### src/include/dsm_pkg.sv
package dsm_pkg;
	// Digital model of the analog input: signed differential sample.
	localparam int DSM_IN_W       = 16;
	// Internal loop accumulators are wider to hold integrator swings.
	localparam int DSM_ACC_W      = 24;
	// Full scale of the feedback DAC, one code above the clipping level.
	localparam logic signed [DSM_ACC_W-1:0] DSM_DAC_FS = 24'sh008000;
	// Linear range magnitude, 1 V of 1.25 V clipping, as a code.
	localparam logic [DSM_IN_W-1:0] DSM_LIN_MAX = 16'h6666;
	localparam logic [DSM_IN_W-1:0] DSM_CLIP_LVL = 16'h7fff;
	localparam int DSM_CHOP_DIV   = 32;
	// Chopper half period: a toggle every 16 rises gives one full
	// chopping cycle per 32 sample clocks.
	localparam logic [4:0] DSM_CHOP_LAST = 5'h0f;
	localparam int DSM_CLIP_PER   = 128;
	localparam logic [6:0] DSM_CLIP_LAST = 7'h7f;
	// Reset values.
	localparam logic DSM_DOUT_RST = 1'b0;
	localparam logic [2:0] DSM_SYNC_RST = 3'h0;
	// Settling time, microseconds, and the system clock rate.
	localparam int DSM_SETTLE_US  = 250;
	localparam int DSM_CLK_MHZ    = 125;
	localparam int DSM_SETTLE_CYC = DSM_SETTLE_US * DSM_CLK_MHZ;
	localparam int DSM_SETTLE_W   = 16;
endpackage

### src/core/dsm_pin_sync.sv
`timescale 1ns/1ps
module dsm_pin_sync (
	// Clock and reset.
	input  wire logic clk,
	input  wire logic rst,
	// Asynchronous pin and its filtered level.
	input  wire logic pin_in,
	output logic      level_out
);
	import dsm_pkg::*;

	logic [2:0] sh_ff;
	logic [2:0] nxt_sh;
	logic       lvl_ff;
	logic       nxt_lvl;

	always_comb begin
		nxt_sh = {sh_ff[1:0], pin_in};
		nxt_lvl = lvl_ff;
		// Stage 0 feeds stage 1 only; stages 1 and 2 must agree.
		if (sh_ff[1] == sh_ff[2]) begin
			nxt_lvl = sh_ff[2];
		end
	end

	always_ff @(posedge clk) begin
		if (rst) begin
			sh_ff <= DSM_SYNC_RST;
			lvl_ff <= 1'b0;
		end else begin
			sh_ff <= nxt_sh;
			lvl_ff <= nxt_lvl;
		end
	end

	assign level_out = lvl_ff;
endmodule

### src/core/dsm_bitstream.sv
`timescale 1ns/1ps
// Overview of operation
// - One output bit per sample clock period, synchronous to that clock.
// - Average density of ones follows the differential input.
// - Input chopper toggles every 16 sample clocks, one full cycle per 32.
// - Feedback DAC follows each comparator decision on the next pulse.
// - Linear behaviour only inside plus or minus one volt input range.
// - Uncoded output changes only after sample clock rising edges.
// - Manchester output changes after both sample clock edges.
// - Line code select high gives clock XOR data, else uncoded.
// - With the sample clock stopped, conversion halts and output holds.
// - At clipping, one opposite bit appears every 128 bits.
// - Common-mode fault holds the output steadily high.
module dsm_bitstream (
	// System clock and reset.
	input  wire logic                          clk,
	input  wire logic                          rst,
	// Link pins from the filter side.
	input  wire logic                          sample_clock_in,
	input  wire logic                          line_code_select,
	// Digitised model of the analog front end.
	input  wire logic signed [dsm_pkg::DSM_IN_W-1:0] analog_diff_in,
	input  wire logic                          cm_fault_in,
	// Outputs.
	output logic                               bitstream_out,
	output logic                               in_linear_range,
	output logic                               chopper_phase,
	output logic                               analog_settled
);
	import dsm_pkg::*;

	logic sclk_lvl;
	logic code_sel_lvl;
	logic sclk_d_ff;
	logic rise;
	logic fall;

	dsm_pin_sync u_sclk (
		.clk       (clk),
		.rst       (rst),
		.pin_in    (sample_clock_in),
		.level_out (sclk_lvl)
	);

	dsm_pin_sync u_code_sel (
		.clk       (clk),
		.rst       (rst),
		.pin_in    (line_code_select),
		.level_out (code_sel_lvl)
	);

	assign rise = sclk_lvl & ~sclk_d_ff;
	assign fall = ~sclk_lvl & sclk_d_ff;

	function automatic logic [DSM_IN_W-1:0] mag(
		input logic signed [DSM_IN_W-1:0] v
	);
		mag = v[DSM_IN_W-1] ? DSM_IN_W'(-v) : DSM_IN_W'(v);
	endfunction

	logic signed [DSM_ACC_W-1:0] int1_ff;
	logic signed [DSM_ACC_W-1:0] int2_ff;
	logic signed [DSM_ACC_W-1:0] nxt_int1;
	logic signed [DSM_ACC_W-1:0] nxt_int2;
	logic signed [DSM_ACC_W-1:0] vin;
	logic signed [DSM_ACC_W-1:0] dac;
	logic signed [DSM_ACC_W-1:0] sum4;
	logic        bit_ff;
	logic        nxt_bit;
	logic [4:0]  chop_cnt_ff;
	logic [4:0]  nxt_chop_cnt;
	logic        chop_ff;
	logic        nxt_chop;
	logic [6:0]  clip_cnt_ff;
	logic [6:0]  nxt_clip_cnt;
	logic        dout_ff;
	logic        nxt_dout;
	logic        lin_ff;
	logic        nxt_lin;
	logic [DSM_SETTLE_W-1:0] settle_ff;
	logic [DSM_SETTLE_W-1:0] nxt_settle;
	logic        settled_ff;
	logic        nxt_settled;
	logic        clipping;

	always_comb begin
		vin = DSM_ACC_W'(analog_diff_in);
		dac = bit_ff ? DSM_DAC_FS : -DSM_DAC_FS;
		sum4 = int2_ff + (int1_ff <<< 1) + vin;
		clipping = mag(analog_diff_in) >= DSM_CLIP_LVL;
		nxt_int1 = int1_ff;
		nxt_int2 = int2_ff;
		nxt_bit = bit_ff;
		nxt_chop_cnt = chop_cnt_ff;
		nxt_chop = chop_ff;
		nxt_clip_cnt = clip_cnt_ff;
		nxt_lin = lin_ff;
		nxt_dout = dout_ff;
		nxt_settle = settle_ff;
		nxt_settled = settled_ff;
		if (rise) begin
			// DAC uses last decision.
			// Integrators hold while clipping, as forced bits would wind them up.
			if (!clipping) begin
				nxt_int1 = int1_ff + vin - dac;
				nxt_int2 = int2_ff + int1_ff;
			end
			// comparator on feed-forward sum.
			// Deciding on the updated state avoids a loop delay that diverges.
			sum4 = nxt_int2 + (nxt_int1 <<< 1) + vin;
			nxt_bit = ~sum4[DSM_ACC_W-1];
			if (clipping) begin
				nxt_clip_cnt = clip_cnt_ff + 7'h01;
				nxt_bit = ~analog_diff_in[DSM_IN_W-1];
				if (clip_cnt_ff == DSM_CLIP_LAST) begin
					nxt_bit = analog_diff_in[DSM_IN_W-1];
				end
			end else begin
				nxt_clip_cnt = 7'h00;
			end
			nxt_chop_cnt = chop_cnt_ff + 5'h01;
			if (chop_cnt_ff == DSM_CHOP_LAST) begin
				nxt_chop = ~chop_ff;
				nxt_chop_cnt = 5'h00;
			end
			nxt_lin = mag(analog_diff_in) <= DSM_LIN_MAX;
			if (settle_ff != DSM_SETTLE_W'(DSM_SETTLE_CYC / 8)) begin
				nxt_settle = settle_ff + 16'h0001;
			end
			nxt_settled = nxt_settle == DSM_SETTLE_W'(DSM_SETTLE_CYC / 8);
		end
		if (cm_fault_in) begin
			nxt_dout = 1'b1;
		end else if (code_sel_lvl) begin
			if (rise) begin
				nxt_dout = nxt_bit ^ 1'b1;
			end else if (fall) begin
				nxt_dout = bit_ff;
			end
		end else if (rise) begin
			nxt_dout = nxt_bit;
		end
	end

	always_ff @(posedge clk) begin
		if (rst) begin
			sclk_d_ff <= 1'b0;
			int1_ff <= '0;
			int2_ff <= '0;
			bit_ff <= 1'b0;
			chop_cnt_ff <= 5'h00;
			chop_ff <= 1'b0;
			clip_cnt_ff <= 7'h00;
			dout_ff <= DSM_DOUT_RST;
			lin_ff <= 1'b0;
			settle_ff <= '0;
			settled_ff <= 1'b0;
		end else begin
			sclk_d_ff <= sclk_lvl;
			int1_ff <= nxt_int1;
			int2_ff <= nxt_int2;
			bit_ff <= nxt_bit;
			chop_cnt_ff <= nxt_chop_cnt;
			chop_ff <= nxt_chop;
			clip_cnt_ff <= nxt_clip_cnt;
			dout_ff <= nxt_dout;
			lin_ff <= nxt_lin;
			settle_ff <= nxt_settle;
			settled_ff <= nxt_settled;
		end
	end

	assign bitstream_out = dout_ff;
	assign in_linear_range = lin_ff;
	assign chopper_phase = chop_ff;
	assign analog_settled = settled_ff;

	// Settle counts sample clock periods, not system cycles, so the time
	// scales with the link rate; the count assumes about 16 MHz.

	a_hold_no_edge: assert property (@(posedge clk) disable iff (rst)
		(!rise && !fall && !cm_fault_in) |=> $stable(dout_ff))
		else $error("output moved without a clock edge");
	a_fault_high: assert property (@(posedge clk) disable iff (rst)
		cm_fault_in |=> dout_ff)
		else $error("fault did not force output high");
	a_uncoded_rise: assert property (@(posedge clk) disable iff (rst)
		(!code_sel_lvl && !cm_fault_in && rise) |=> dout_ff == bit_ff)
		else $error("uncoded output differs from bit");
	a_manch_fall: assert property (@(posedge clk) disable iff (rst)
		(code_sel_lvl && !cm_fault_in && fall) |=> dout_ff == $past(bit_ff))
		else $error("manchester low half wrong");
	a_manch_rise: assert property (@(posedge clk) disable iff (rst)
		(code_sel_lvl && !cm_fault_in && rise) |=> dout_ff == !bit_ff)
		else $error("manchester high half wrong");
	a_chop_rate: assert property (@(posedge clk) disable iff (rst)
		(rise && chop_cnt_ff == DSM_CHOP_LAST) |=> chop_ff != $past(chop_ff))
		else $error("chopper did not toggle");
	a_chop_hold: assert property (@(posedge clk) disable iff (rst)
		(rise && chop_cnt_ff != DSM_CHOP_LAST) |=> $stable(chop_ff))
		else $error("chopper toggled early");
	a_clip_mark: assert property (@(posedge clk) disable iff (rst)
		(rise && clipping && clip_cnt_ff == DSM_CLIP_LAST)
		|=> bit_ff == $past(analog_diff_in[DSM_IN_W-1]))
		else $error("clip marker bit missing");
	a_dac_update: assert property (@(posedge clk) disable iff (rst)
		(rise && !clipping)
		|=> int1_ff == $past(int1_ff) + $past(vin) - $past(dac))
		else $error("integrator ignored DAC");
	a_clip_freeze: assert property (@(posedge clk) disable iff (rst)
		(rise && clipping) |=> $stable(int1_ff) && $stable(int2_ff))
		else $error("integrators moved while clipping");
	a_one_bit: assert property (@(posedge clk) disable iff (rst)
		!rise |=> $stable(bit_ff))
		else $error("bit changed off rising edge");
endmodule

### config.mk
export PLATFORM = sky130hd
export DESIGN_NAME = dsm_bitstream
export DESIGN_NICKNAME = d
export VERILOG_FILES = /design/src/include/dsm_pkg.sv /design/src/core/dsm_pin_sync.sv /design/src/core/dsm_bitstream.sv
export SDC_FILE = /design/constraint.sdc
export NUM_CORES = 1
export LEC_CHECK = 0
export BUFFER_PORTS_ARGS = -buffer_cell sky130_fd_sc_hd__buf_2
export CAP_MARGIN = 15
export CORE_UTILIZATION = 29
export DETAILED_ROUTE_END_ITERATION = 8
export PLACE_DENSITY = 0.43
export SYNTH_ARGS = -nofsm -noshare
export SYNTH_HDL_FRONTEND = slang
export SYNTH_SLANG_ARGS = --single-unit
### constraint.sdc
create_clock -name clk -period 16.1 [get_ports clk]
set_input_delay 1.61 -clock clk [delete_from_list [all_inputs] [get_ports clk]]
set_output_delay 1.61 -clock clk [all_outputs]
set_load 0.02 [all_outputs]
# Yosys cells after proc, flatten, opt, wreduce, memory -nomap -nowiden
# Cells that the tools add are included.
[totals] reg_bits=90 latch_bits=0 ram_bits=0 romBits=0 out_inout_bits=4 mem_count=0
[op_classes] add_sub_neg=9 n_mul=0 n_div=0 n_lt_le_gt_ge=2 n_eq_ne=7 shift=0 mux=18 bitwise=8 n_reduce_logical=5
[ops] cell="$mux W24" n=5
[ops] cell="$add A24 B16 Y24" n=2
[ops] cell="$add A24 B24 Y24" n=2
[ops] cell="$mux W16" n=3
[ops] cell="$sub A24 B24 Y24" n=1
[ops] cell="$add A16 B1 Y16 const B" n=1
[ops] cell="$eq A16 B12 Y1 const B" n=1
[ops] cell="$ge A16 B15 Y1 const B" n=1
[ops] cell="$le A16 B15 Y1 const B" n=1
[ops] cell="$ne A16 B12 Y1 const B" n=1
[ops] cell="$neg A16 Y16" n=1
[ops] cell="$mux W1" n=8
[ops] cell="$add A7 B1 Y7 const B" n=1
[ops] cell="$eq A7 B7 Y1 const B" n=1
[ops] cell="$mux W7" n=1
[ops] cell="$not A1 Y1" n=6
[ops] cell="$reduce_and A2 Y1" n=3
[ops] cell="$reduce_bool A3 Y1" n=2
[ops] cell="$add A5 B1 Y5 const B" n=1
[ops] cell="$eq A5 B4 Y1 const B" n=1
[ops] cell="$mux W5" n=1
[ops] cell="$and A1 B1 Y1" n=2
[ops] cell="$eq A1 B1 Y1" n=2
[ops] cell="$ne A2 B2 Y1 const B" n=1

# Logic depth before layout (Yosys ltp)
# Gate-level depths: netlist of run 1.
[depth] word_depth=14 mapped_depth=30 ltp_nobuf=29

# By module
# From an unflattened synthesis of run 1, not the netlist that was laid out.
[unflattened] cells_unflattened=1068 area_unflattened_um2=8450.6
[modules_own_cells] mod="dsm_bitstream" instances=1 cells_each=1048 area_each_um2=8225.4
[modules_own_cells] mod="dsm_pin_sync" instances=2 cells_each=10 area_each_um2=112.6

# Worst setup path after synthesis of run 1
# No wires, ideal clock.
[synth_path] path_kind="input to register" from="input port analog_diff_in[2] in the netlist's numbering" to="register dout_ff (netlist: bitstream_out)" setup_ps=128 arrival_time_ps=6909 path_slack_ps=9063 path_stages=28 path_buffers=1 cell_sequence="buf_4 inv_1 ha_1 inv_1 ha_1 a21oi_1 o21bai_1 a21oi_1 o21bai_1 a211oi_1 o311ai_0 a31o_2 a21oi_1 xor2_1 nor2_1 a21oi_1 fa_1 inv_1 ha_1 a2111oi_0 o31ai_1 o32ai_1 a21oi_1 nor4_2 xnor3_1 o21ba_1 o2111ai_1 o21ai_1"
[synth_via] elab_chain_len=14 word_cells_on_any_way=19 cone_classes="add/sub: 5; order compare: 1; mux: 11; bitwise: 2"
[synth_rtl] item="start: declaration" line_no="dsm_bitstream.sv:22" text="input wire logic signed [dsm_pkg::DSM_IN_W-1:0] analog_diff_in,"
[synth_rtl] item="parallel branches: the longest is 8 deep, another holds $add A24 B16 Y24"
[synth_rtl] item="$mux W1 (*)" line_no="dsm_bitstream.sv:112" text="if (clipping) begin"
[synth_rtl] item="$mux W1 (*)" line_no="dsm_bitstream.sv:101" text="if (rise) begin"
[synth_rtl] item="$not A1 Y1 (no line)"
[synth_rtl] item="$mux W1" line_no="dsm_bitstream.sv:135" text="if (rise) begin"
[synth_rtl] item="$mux W1 (*)" line_no="dsm_bitstream.sv:134" text="end else if (code_sel_lvl) begin"
[synth_rtl] item="$mux W1 (*)" line_no="dsm_bitstream.sv:132" text="if (cm_fault_in) begin"
[synth_rtl] item="end signal: assignment" line_no="dsm_bitstream.sv:166" text="dout_ff <= nxt_dout;"
[synth_rtl] item="end: declaration" line_no="dsm_bitstream.sv:76" text="logic dout_ff;"
# Every way passes the cells marked *. The select of a mux whose other input is x is not followed.
# A chain may end at the register's enable or synchronous reset.

# Final worst setup path of run 1
# Ends and elaborated chain as after synthesis.

==> results of run 1 <==
worst max-delay path, cell delays in order:
cell and delay [ns]:
buf_2 0.22, inv_1 0.14, ha_1 0.30, inv_1 0.04, ha_1 0.32, a21oi_1 0.24
o21bai_1 0.10, a21oi_1 0.26, o21bai_1 0.15, a211oi_1 0.54, o311ai_0 0.31, a31o_2 0.32
a21oi_1 0.17, xor2_1 0.20, nor2_1 0.06, a21oi_1 0.19, fa_1 0.44, inv_1 0.07
ha_1 0.23, a2111oi_0 0.41, o31ai_1 0.14, o32ai_1 0.38, a21oi_1 0.14, nor4_2 0.33
xnor3_1 0.28, o21ba_1 0.20, o2111ai_1 0.18, o21ai_1 0.08
stage by stage:
step	utilization	cell area (sq um)
2_1_floorplan	-	8366
4_1_cts	0.3263	9165
6_report	0.3263	9165
3_3_place_gp	0.3154	8857
3_5_place_dp	0.3154	8857
5_1_grt	0.3263	9165
cells in the mapped netlist (9+ instances only):
cell type  count
a211oi_1      16
a21o_1        19
a21oi_1      105
and2_1        12
and3_1        10
clkbuf_1      34
dfxtp_1       90
fa_1          30
ha_1          89
inv_1         88
nand2_1      129
nand2b_1      17
nand3_1       15
nand4_1       19
nor2_1       135
nor2b_1       18
nor3_1        11
o21a_1         9
o21ai_0       51
xnor2_1       45
xor2_1        30
metal layers:
layer,global-route usage,up-vias
met3,0.02186,15
li1,-,3781
met5,0,-
met1,0.2263,3301
met4,0.04078,0
met2,0.2697,50
layout make-up:
class	count	area, sq um
inverters	90	337.8
repair buffers	31	172.7
clock inverters	7	82.58
multi-input cells	873	6072
clock buffers	9	225.2
fillers	3112	18920
well taps	378	473.0
flip-flops and latches	90	1802
kinds of logic after synthesis:
family,Yosys count,synth area share
and+or+nand+nor,410,0.2333
AOI/OAI and AO/OA,260,0.1944
buffers and inverters,132,0.06102
adders and majority gates,119,0.2049
DFF,90,0.2154
xor gates and xnor gates,76,0.08121
muxes,8,0.009722
sequential cells by signal (all words and copies together) (netlist names), 3 cells and up:
signal,cells
int1_ff,24
int2_ff,24
chop_cnt_ff,5
u_code_sel.sh_ff,3
u_sclk.sh_ff,3
clip_cnt_ff,7
settle_ff,16
cells in the final DEF, fill, tap and decap left out, types with 30 or more instances in the layout:
cell | netlist | routed
dfxtp_1 | 90 | 90
ha_1 | 89 | 89
inv_1 | 88 | 88
nand2_1 | 129 | 128
a21oi_1 | 105 | 105
xor2_1 | 30 | 30
fa_1 | 30 | 30
nor2_1 | 135 | 133
xnor2_1 | 45 | 45
o21ai_0 | 51 | 51
worst paths after layout:
check | endpoint
max | bitstream_out
min | u_code_sel.sh_ff[1]
max reg2reg | bitstream_out
min reg2reg | u_code_sel.sh_ff[1]
power by group through the flow:
stage	clock (uW)	sequential, uW	combinational (uW)
2_1_floorplan	0	230	111
3_3_place_gp	0	230	153
5_1_grt	248	225	175
4_1_cts	240	224	154
6_report	229	224	151
3_5_place_dp	0	230	152
==> results.py, run 1 <==
metrics = {
    "routing": {
        "met3_length_microns": 379,
        "drt-pass1-iter-count": 4,
        "vias": 7147,
        "drcViolationCount": 0,
        "ant_nets": 0,
        "vias_per_cell": 4.836,
        "drt_iter0_drc": 324,
        "wl_per_cell_microns": 15.25,
        "maxUsedRoutingLayer": "met4",
        "routed-wl-met2_microns": 10180,
        "wl_met1_microns": 11660,
        "drt_wl_total_microns": 22530,
    },
    "setup_path": {
        "critPathLaunch": "analog_diff_in[2]",
        "end_kind": "register",
        "cp.required_ns": 16.32,
        "reg2regPathDepth": 26,
        "cp_max_fo": 13,
        "startpoint_type": "input port",
        "arrival_ns": 8.04,
        "r2r_start": "int1_ff[0]",
        "reg2reg_slack_ns": 8.93,
        "critPathKind": "input port to register",
    },
    "cts": {
        "ctsLongestPathBuffers": 2,
        "clock_latency_ns": 0.36,
        "hold_buffers": 0,
        "h-tree-depth": 3,
        "root_buffer": "clkbuf_16",
        "cts.clk_slew.worst_paths_ns": 0.07,
        "cts_tree": "done",
        "post-cts-setup-buffers": 0,
        "cts.sinks": 90,
        "cts_resized": 0,
        "cts_buffers": 9,
    },
    "sta": {
        "slew_viol_final": 0,
        "finClkSkew_ns": 0.01346,
        "fin_crit_sh": 0.4856,
        "holdWs_ns": 0.4393,
        "fin_setup_tns_ns": 0,
        "slew_headroom": 0.4763,
        "post-route-min-period_ns": 7.818,
        "finalWorstSetupSlack_ns": 8.282,
        "max_freq_mhz": 127.9,
        "worst_pin_slew_ns": 0.7754,
        "rsz0062_at_grt": "false",
        "finalSetupViolations": 0,
        "hold_viol_final": 0,
    },
    "global_routing": {
        "grt_use_total": 0.1645,
        "antenna_found_initial": 0,
        "grt_pass1_vias": 7069,
        "grt-ovfl-total": 0,
        "grt_pass1_wl_microns": 37800,
        "grt_max_degree": 60,
    },
    "power": {
        "p_leak_uw": 0.003985,
        "finalPower_uw": 604.3,
        "power_density_nw_per_um2": 65.93,
        "p_int_uw": 408.1,
        "vdd_drop_max_mv": 0.04296,
        "p_clk_frac": 0.379,
        "seq_power_share": 0.371,
        "netSwitchingFraction": 0.3247,
        "p_switching_uw": 196.2,
        "power_frac_comb": 0.250,
    },
    "synth": {
        "yosysTopAreaCell": "dfxtp_1",
        "ys.flop_type": "dfxtp_1",
        "syn_nets": 1235,
        "ys_warn_count": 0,
        "synthArstFlopShare": 0,
        "synth-edff-count": 0,
        "synth.avg_cell_area_sq_um": 7.640,
        "ys_seq_area_frac": 0.2154,
        "yosys_register_bits": 90,
        "syn_inst": 1095,
        "synth_area_leaders": "dfxtp_1 (22%), ha_1 (13%), fa_1 (7.2%)",
        "synth_top_area_frac": 0.2154,
        "synth_area_sq_um": 8366,
        "synth_cell_type_count": 72,
    },
    "floorplan": {
        "fp-row-count": 61,
        "start_util": 0.2978,
        "pin_count": 25,
        "die_height_microns": 171.8,
        "core_area_sq_um": 28090,
        "fp.dieArea_sq_um": 29530,
        "die_w_microns": 171.8,
    },
    "worst_hold_path": {
        "hold_depth": 1,
        "hold_path_class": "register to register",
        "hold_start": "u_code_sel.sh_ff[0]",
    },
    "final_layout": {
        "drive_above_1_share": 0.06636,
        "fin_cells": 1478,
        "syn_to_final_growth_pct": 9.557,
        "insertedDiodeCount": 0,
        "final_nets": 1235,
    },
    "placement": {
        "portBuffers": 24,
        "preCtsSetupSlack_ns": 7.876,
        "placed_cells_incl_taps": 1462,
        "gp_congestion": 0.7756,
        "hpwl_microns": 17240,
    },
    "flow_run": {
        "drv_cap": 0,
    },
    "status": {
        "status": "finished, final reports clean",
    },
}
No activity file was read; power rests on OpenSTA's default activity.
==> run 2: changes to the inputs <==
==> constraint.sdc (replaced) <==
create_clock -name clk -period 8 [get_ports clk]
set_input_delay 0.8 -clock clk [delete_from_list [all_inputs] [get_ports clk]]
set_output_delay 0.8 -clock clk [all_outputs]
set_load 0.02 [all_outputs]
==> results.py, run 2 (synthesis gave the netlist of run 1 again) <==
metrics = {
    "status": {
        "status": "finished, final reports clean",
    },
    "placement": {
        "hpwl_microns": 16960,
        "gp_congestion": 0.7985,
        "portBuffers": 24,
        "placed_cells_incl_taps": 1464,
    },
    "power": {
        "power_frac_comb": 0.257,
        "p_int_uw": 792.4,
        "finalPower_uw": 1191,
        "power_density_nw_per_um2": 129.8,
        "p_leak_uw": 0.003989,
        "vdd_drop_max_mv": 0.08438,
        "p_clk_frac": 0.364,
        "netSwitchingFraction": 0.3347,
        "p_switching_uw": 398.7,
        "seq_power_share": 0.379,
    },
    "cts": {
        "cts.sinks": 90,
        "ctsLongestPathBuffers": 2,
        "post-cts-setup-buffers": 0,
        "cts_buffers": 9,
        "cts.clk_slew.worst_paths_ns": 0.07,
        "root_buffer": "clkbuf_16",
        "hold_buffers": 0,
        "clock_latency_ns": 0.36,
        "cts_resized": 0,
        "h-tree-depth": 3,
        "cts_tree": "done",
    },
    "final_layout": {
        "fin_cells": 1480,
        "insertedDiodeCount": 0,
        "drive_above_1_share": 0.06806,
        "fill_cells": 3102,
        "syn_to_final_growth_pct": 9.722,
        "fin_util": 0.3268,
        "final_cell_mix": "nor2_1 (133), nand2_1 (128), a21oi_1 (105)",
        "final_nets": 1237,
        "final_common_cell": "nor2_1",
        "reg_top3": "int1_ff x24, int2_ff x24, settle_ff x16",
    },
    "global_routing": {
        "grt_pass1_vias": 7039,
        "grt_pass1_wl_microns": 37510,
        "grt-ovfl-total": 0,
        "grt_max_degree": 80,
        "grt_use_total": 0.1637,
        "antenna_found_initial": 0,
    },
    "floorplan": {
        "fp.dieArea_sq_um": 29530,
        "die_w_microns": 171.8,
        "core_area_sq_um": 28090,
        "die_height_microns": 171.8,
        "fp-row-count": 61,
        "start_util": 0.2978,
        "pin_count": 25,
    },
    "setup_path": {
        "r2r_start": "int1_ff[0]",
        "path_common_cell": "a21oi_1",
        "end_kind": "register",
        "critPathKind": "input port to register",
        "critPathMaxStageDelay_ns": 0.57,
        "cp_slowest_cell": "a211oi_1",
        "critPathLaunch": "analog_diff_in[2]",
        "startpoint_type": "input port",
        "cp.required_ns": 8.20,
        "cp_max_fo": 13,
        "arrival_ns": 7.16,
    },
    "sta": {
        "hold_viol_final": 0,
        "finalSetupViolations": 0,
        "slew_headroom": 0.3324,
        "finClkSkew_ns": 0.01873,
        "rsz0062_at_grt": "false",
        "max_freq_mhz": 143.8,
        "slew_viol_final": 0,
        "fin_crit_sh": 0.8693,
        "post-route-min-period_ns": 6.955,
        "fin_setup_tns_ns": 0,
        "worst_pin_slew_ns": 1.001,
    },
    "routing": {
        "drt_wl_total_microns": 22460,
        "ant_nets": 0,
        "drcViolationCount": 0,
        "drt-pass1-iter-count": 5,
        "drt_iter0_drc": 423,
        "wl_per_cell_microns": 15.17,
        "vias": 7233,
        "vias_per_cell": 4.887,
    },
    "worst_hold_path": {
        "hold_path_class": "register to register",
        "hold_start": "u_code_sel.sh_ff[0]",
    },
    "flow_run": {
        "drv_cap": 0,
    },
}
==> run 2: through the flow <==
| step | hold WS [ns] | setup WS (ns) | area (sq um) |
|---|---|---|---|
| 6_report | 0.4386 | 1.045 | 9179 |
| 3_5_place_dp | 0.4260 | 0.6842 | 8885 |
| 3_3_place_gp | 0.4193 | 0.8183 | 8885 |
| 5_1_grt | 0.4624 | 0.2921 | 9179 |
| 4_1_cts | 0.4417 | 1.061 | 9179 |
| 2_1_floorplan | 0.4138 | 1.773 | 8366 |
==> run 2: power groups by stage <==
stage / registers (uW) / clock network (uW) / logic, uW
after floorplan: 462 / 0 / 224
after global placement: 462 / 0 / 310
after detailed placement: 462 / 0 / 307
after CTS: 452 / 460 / 311
after global routing: 452 / 473 / 356
final: 452 / 434 / 306
==> run 2: final timing paths <==
path	to	cells past startpoint	slack [ns]
worst max-delay path	bitstream_out	28	1.05
worst min-delay path	u_code_sel.sh_ff[1]	1	0.44
worst max register to register	bitstream_out	27	1.22
worst min register to register	u_code_sel.sh_ff[1]	1	0.44
==> run 2: worst max-delay path, delay by kind of cell <==
kind,cells,cell delay [ns]
AOI/OAI and AO/OA,16,3.78
and+or+nand+nor,2,0.37
xor gates and xnor gates,2,0.46
adders and majority gates,4,1.28
buffers and inverters,4,0.46
==> run 2: per-layer routing <==
metal  vias up  global-route usage  wire length (microns)  share of wire
met4         0             0.04348                    260          0.012
li1       3774                   -                      -              -
met5         -                   0                      0              0
met3        16             0.02071                    644          0.029
met1      3345              0.2233                  11360           0.51
met2        98              0.2700                  10190           0.45
==> run 2: area by class of cell <==
cell class	count	area, sq um	area share
Clock buffer	9	225.2	0.02454
Clock inverter	7	68.82	0.007497
Inverter	90	337.8	0.03680
Multi-Input combinational cell	873	6072	0.6615
Sequential cell	90	1802	0.1963
Tap cell	378	473.0	0.05153
Timing Repair Buffer	33	200.2	0.02181
==> run 3: changes to the inputs <==
--- a/config.mk
+++ b/config.mk
@@ -5,8 +5,10 @@
 export SDC_FILE = /design/constraint.sdc
 export NUM_CORES = 1
 export LEC_CHECK = 0
+export ABC_CLOCK_PERIOD_IN_PS = 7100
 export BUFFER_PORTS_ARGS = -buffer_cell sky130_fd_sc_hd__buf_2
 export CAP_MARGIN = 15
+export CORE_MARGIN = 2
 export CORE_UTILIZATION = 29
 export DETAILED_ROUTE_END_ITERATION = 8
 export PLACE_DENSITY = 0.43
==> constraint.sdc (replaced) <==
create_clock -name clk -period 7.1 [get_ports clk]
set_input_delay 0.71 -clock clk [delete_from_list [all_inputs] [get_ports clk]]
set_output_delay 0.71 -clock clk [all_outputs]
set_load 0.02 [all_outputs]
==> results.py, run 3 (synthesis gave the netlist of run 1 again) <==
metrics = {
    "global_routing": {
        "grt-ovfl-total": 0,
        "grt_util_met2": 0.2487,
        "grt_pass1_vias": 6898,
        "grt_use_total": 0.1547,
        "busiest_layer": "met2",
        "grt_pass1_wl_microns": 37490,
        "use_met3": 0.02018,
        "grt_max_degree": 80,
        "grt_use_met1": 0.2221,
        "antenna_found_initial": 0,
    },
    "placement": {
        "hpwl_microns": 17240,
        "placed_cells_incl_taps": 1476,
        "gp_congestion": 0.8306,
        "portBuffers": 24,
    },
    "power": {
        "power_density_nw_per_um2": 147.1,
        "p_leak_uw": 0.004029,
        "netSwitchingFraction": 0.3300,
        "p_int_uw": 911.6,
        "power_frac_comb": 0.257,
        "seq_power_share": 0.374,
        "vdd_drop_max_mv": 0.09315,
        "p_switching_uw": 449.0,
        "finalPower_uw": 1361,
        "p_clk_frac": 0.369,
    },
    "routing": {
        "wl_per_cell_microns": 15.43,
        "drt_iter0_drc": 371,
        "vias": 7171,
        "drt-pass1-iter-count": 5,
        "drt_wl_total_microns": 23020,
        "drcViolationCount": 0,
        "ant_nets": 0,
        "vias_per_cell": 4.806,
    },
    "floorplan": {
        "core_area_sq_um": 28550,
        "fp.dieArea_sq_um": 30220,
        "die_w_microns": 173.8,
        "die_height_microns": 173.8,
        "pin_count": 25,
        "start_util": 0.2930,
        "fp-row-count": 62,
    },
    "flow_run": {
        "drv_cap": 0,
    },
    "cts": {
        "cts_buffers": 9,
        "root_buffer": "clkbuf_16",
        "ctsLongestPathBuffers": 2,
        "cts.sinks": 90,
        "clock_latency_ns": 0.35,
        "post-cts-setup-buffers": 0,
        "h-tree-depth": 3,
        "cts_tree": "done",
        "cts.clk_slew.worst_paths_ns": 0.08,
    },
    "final_layout": {
        "fin_cells": 1492,
        "multi_input_area_sq_um": 6085,
        "reg_top3": "int1_ff x24, int2_ff x24, settle_ff x16",
        "drive_above_1_share": 0.07491,
        "fill_cells": 3139,
        "seqCellArea_sq_um": 1802,
        "insertedDiodeCount": 0,
        "final_common_cell": "nor2_1",
        "syn_to_final_growth_pct": 10.56,
        "final_nets": 1243,
        "final_cell_mix": "nor2_1 (133), nand2_1 (128), a21oi_1 (105)",
    },
    "setup_path": {
        "startpoint_type": "register",
        "cp_slowest_cell": "fa_1",
        "cp_top_family": "compound AO/OA/AOI/OAI gates",
        "arrival_ns": 6.84,
        "critical_path_buf_inv_count": 1,
        "end_kind": "register",
        "critPathMaxStageDelay_ns": 0.49,
        "cp.required_ns": 7.31,
        "critPathKind": "register to register",
        "cp_max_fo": 4,
    },
    "sta": {
        "finClkSkew_ns": 0.009831,
        "max_freq_mhz": 150.7,
        "slew_headroom": 0.3721,
        "fin_crit_sh": 0.9345,
        "finalSetupViolations": 0,
        "slew_viol_final": 0,
        "post-route-min-period_ns": 6.635,
        "hold_viol_final": 0,
        "worst_pin_slew_ns": 0.9419,
    },
    "status": {
        "status": "finished, final reports clean",
    },
    "worst_hold_path": {
        "hold_path_class": "register to register",
    },
}
==> run 3: path summary, 6_finish.rpt <==
kind	start	endpoint	slack (ns)	cells after the start
setup / recovery	int1_ff[0]	bitstream_out	0.47	26
hold / removal	u_code_sel.sh_ff[0]	u_code_sel.sh_ff[1]	0.45	1
setup reg to reg	int1_ff[0]	bitstream_out	0.47	26
hold reg to reg	u_code_sel.sh_ff[0]	u_code_sel.sh_ff[1]	0.45	1
==> run 3: worst reg2reg max path, stage by stage (launching register included) <==
cell and delay [ns]:
dfxtp_1 0.35, ha_1 0.24, fa_1 0.41, a21o_1 0.19
a21oi_1 0.23, nor2b_1 0.07, o21ai_1 0.26, a211oi_1 0.20
a211oi_2 0.29, o21ai_0 0.23, a31oi_1 0.34, o21ai_0 0.23
a221oi_1 0.35, xnor2_1 0.20, mux2i_1 0.14, fa_1 0.49
inv_1 0.04, ha_1 0.22, a2111oi_0 0.37, o31ai_1 0.17
o32ai_2 0.31, a21oi_1 0.13, nor4_2 0.30, xnor3_1 0.27
o21ba_1 0.20, o2111ai_1 0.18, o21ai_1 0.09
==> run 3: metal layers <==
metal	routed length (microns)	vias up
met1	12000	3286
met5	0	-
met4	206	0
met3	577	16
li1	-	3788
met2	10240	81
==> run 3: cell type report <==
| cell class | instances | share of cell area |
|---|---|---|
| multi-input cells | 873 | 0.6579 |
| flip-flops and latches | 90 | 0.1948 |
| well taps | 384 | 0.05195 |
| inverters | 90 | 0.03653 |
| clock buffers | 11 | 0.02733 |
| repair buffers | 39 | 0.02652 |
| clock inverters | 5 | 0.005005 |
==> run 3: stage by stage <==
| stage | utilization | setup slack (ns) | hold slack, ns | setup TNS, ns | area [sq um] |
|---|---|---|---|---|---|
| after global placement | 0.3131 | 0.3105 | 0.4343 | 0 | 8937 |
| after floorplan | - | 0.9634 | 0.4138 | 0 | 8366 |
| final | 0.3240 | 0.4652 | 0.4454 | 0 | 9249 |
| after CTS | 0.3235 | 0.1752 | 0.4496 | 0 | 9236 |
| after global routing | 0.3240 | -0.06043 | 0.4537 | -0.06043 | 9249 |
| after detailed placement | 0.3131 | 0.1407 | 0.4285 | 0 | 8937 |
==> run 3: timing repair <==
action	CTS	global route
endpoints found under the setup margin	0	2
hold buffers	0	0
resized for setup	0	3
==> run 3: power by group through the flow <==
stage / Sequential (uW) / Combinational, uW / Clock, uW
after floorplan: 521 / 252 / 0
after global placement: 521 / 353 / 0
after detailed placement: 521 / 349 / 0
after CTS: 509 / 353 / 527
after global routing: 509 / 400 / 542
final: 509 / 350 / 502
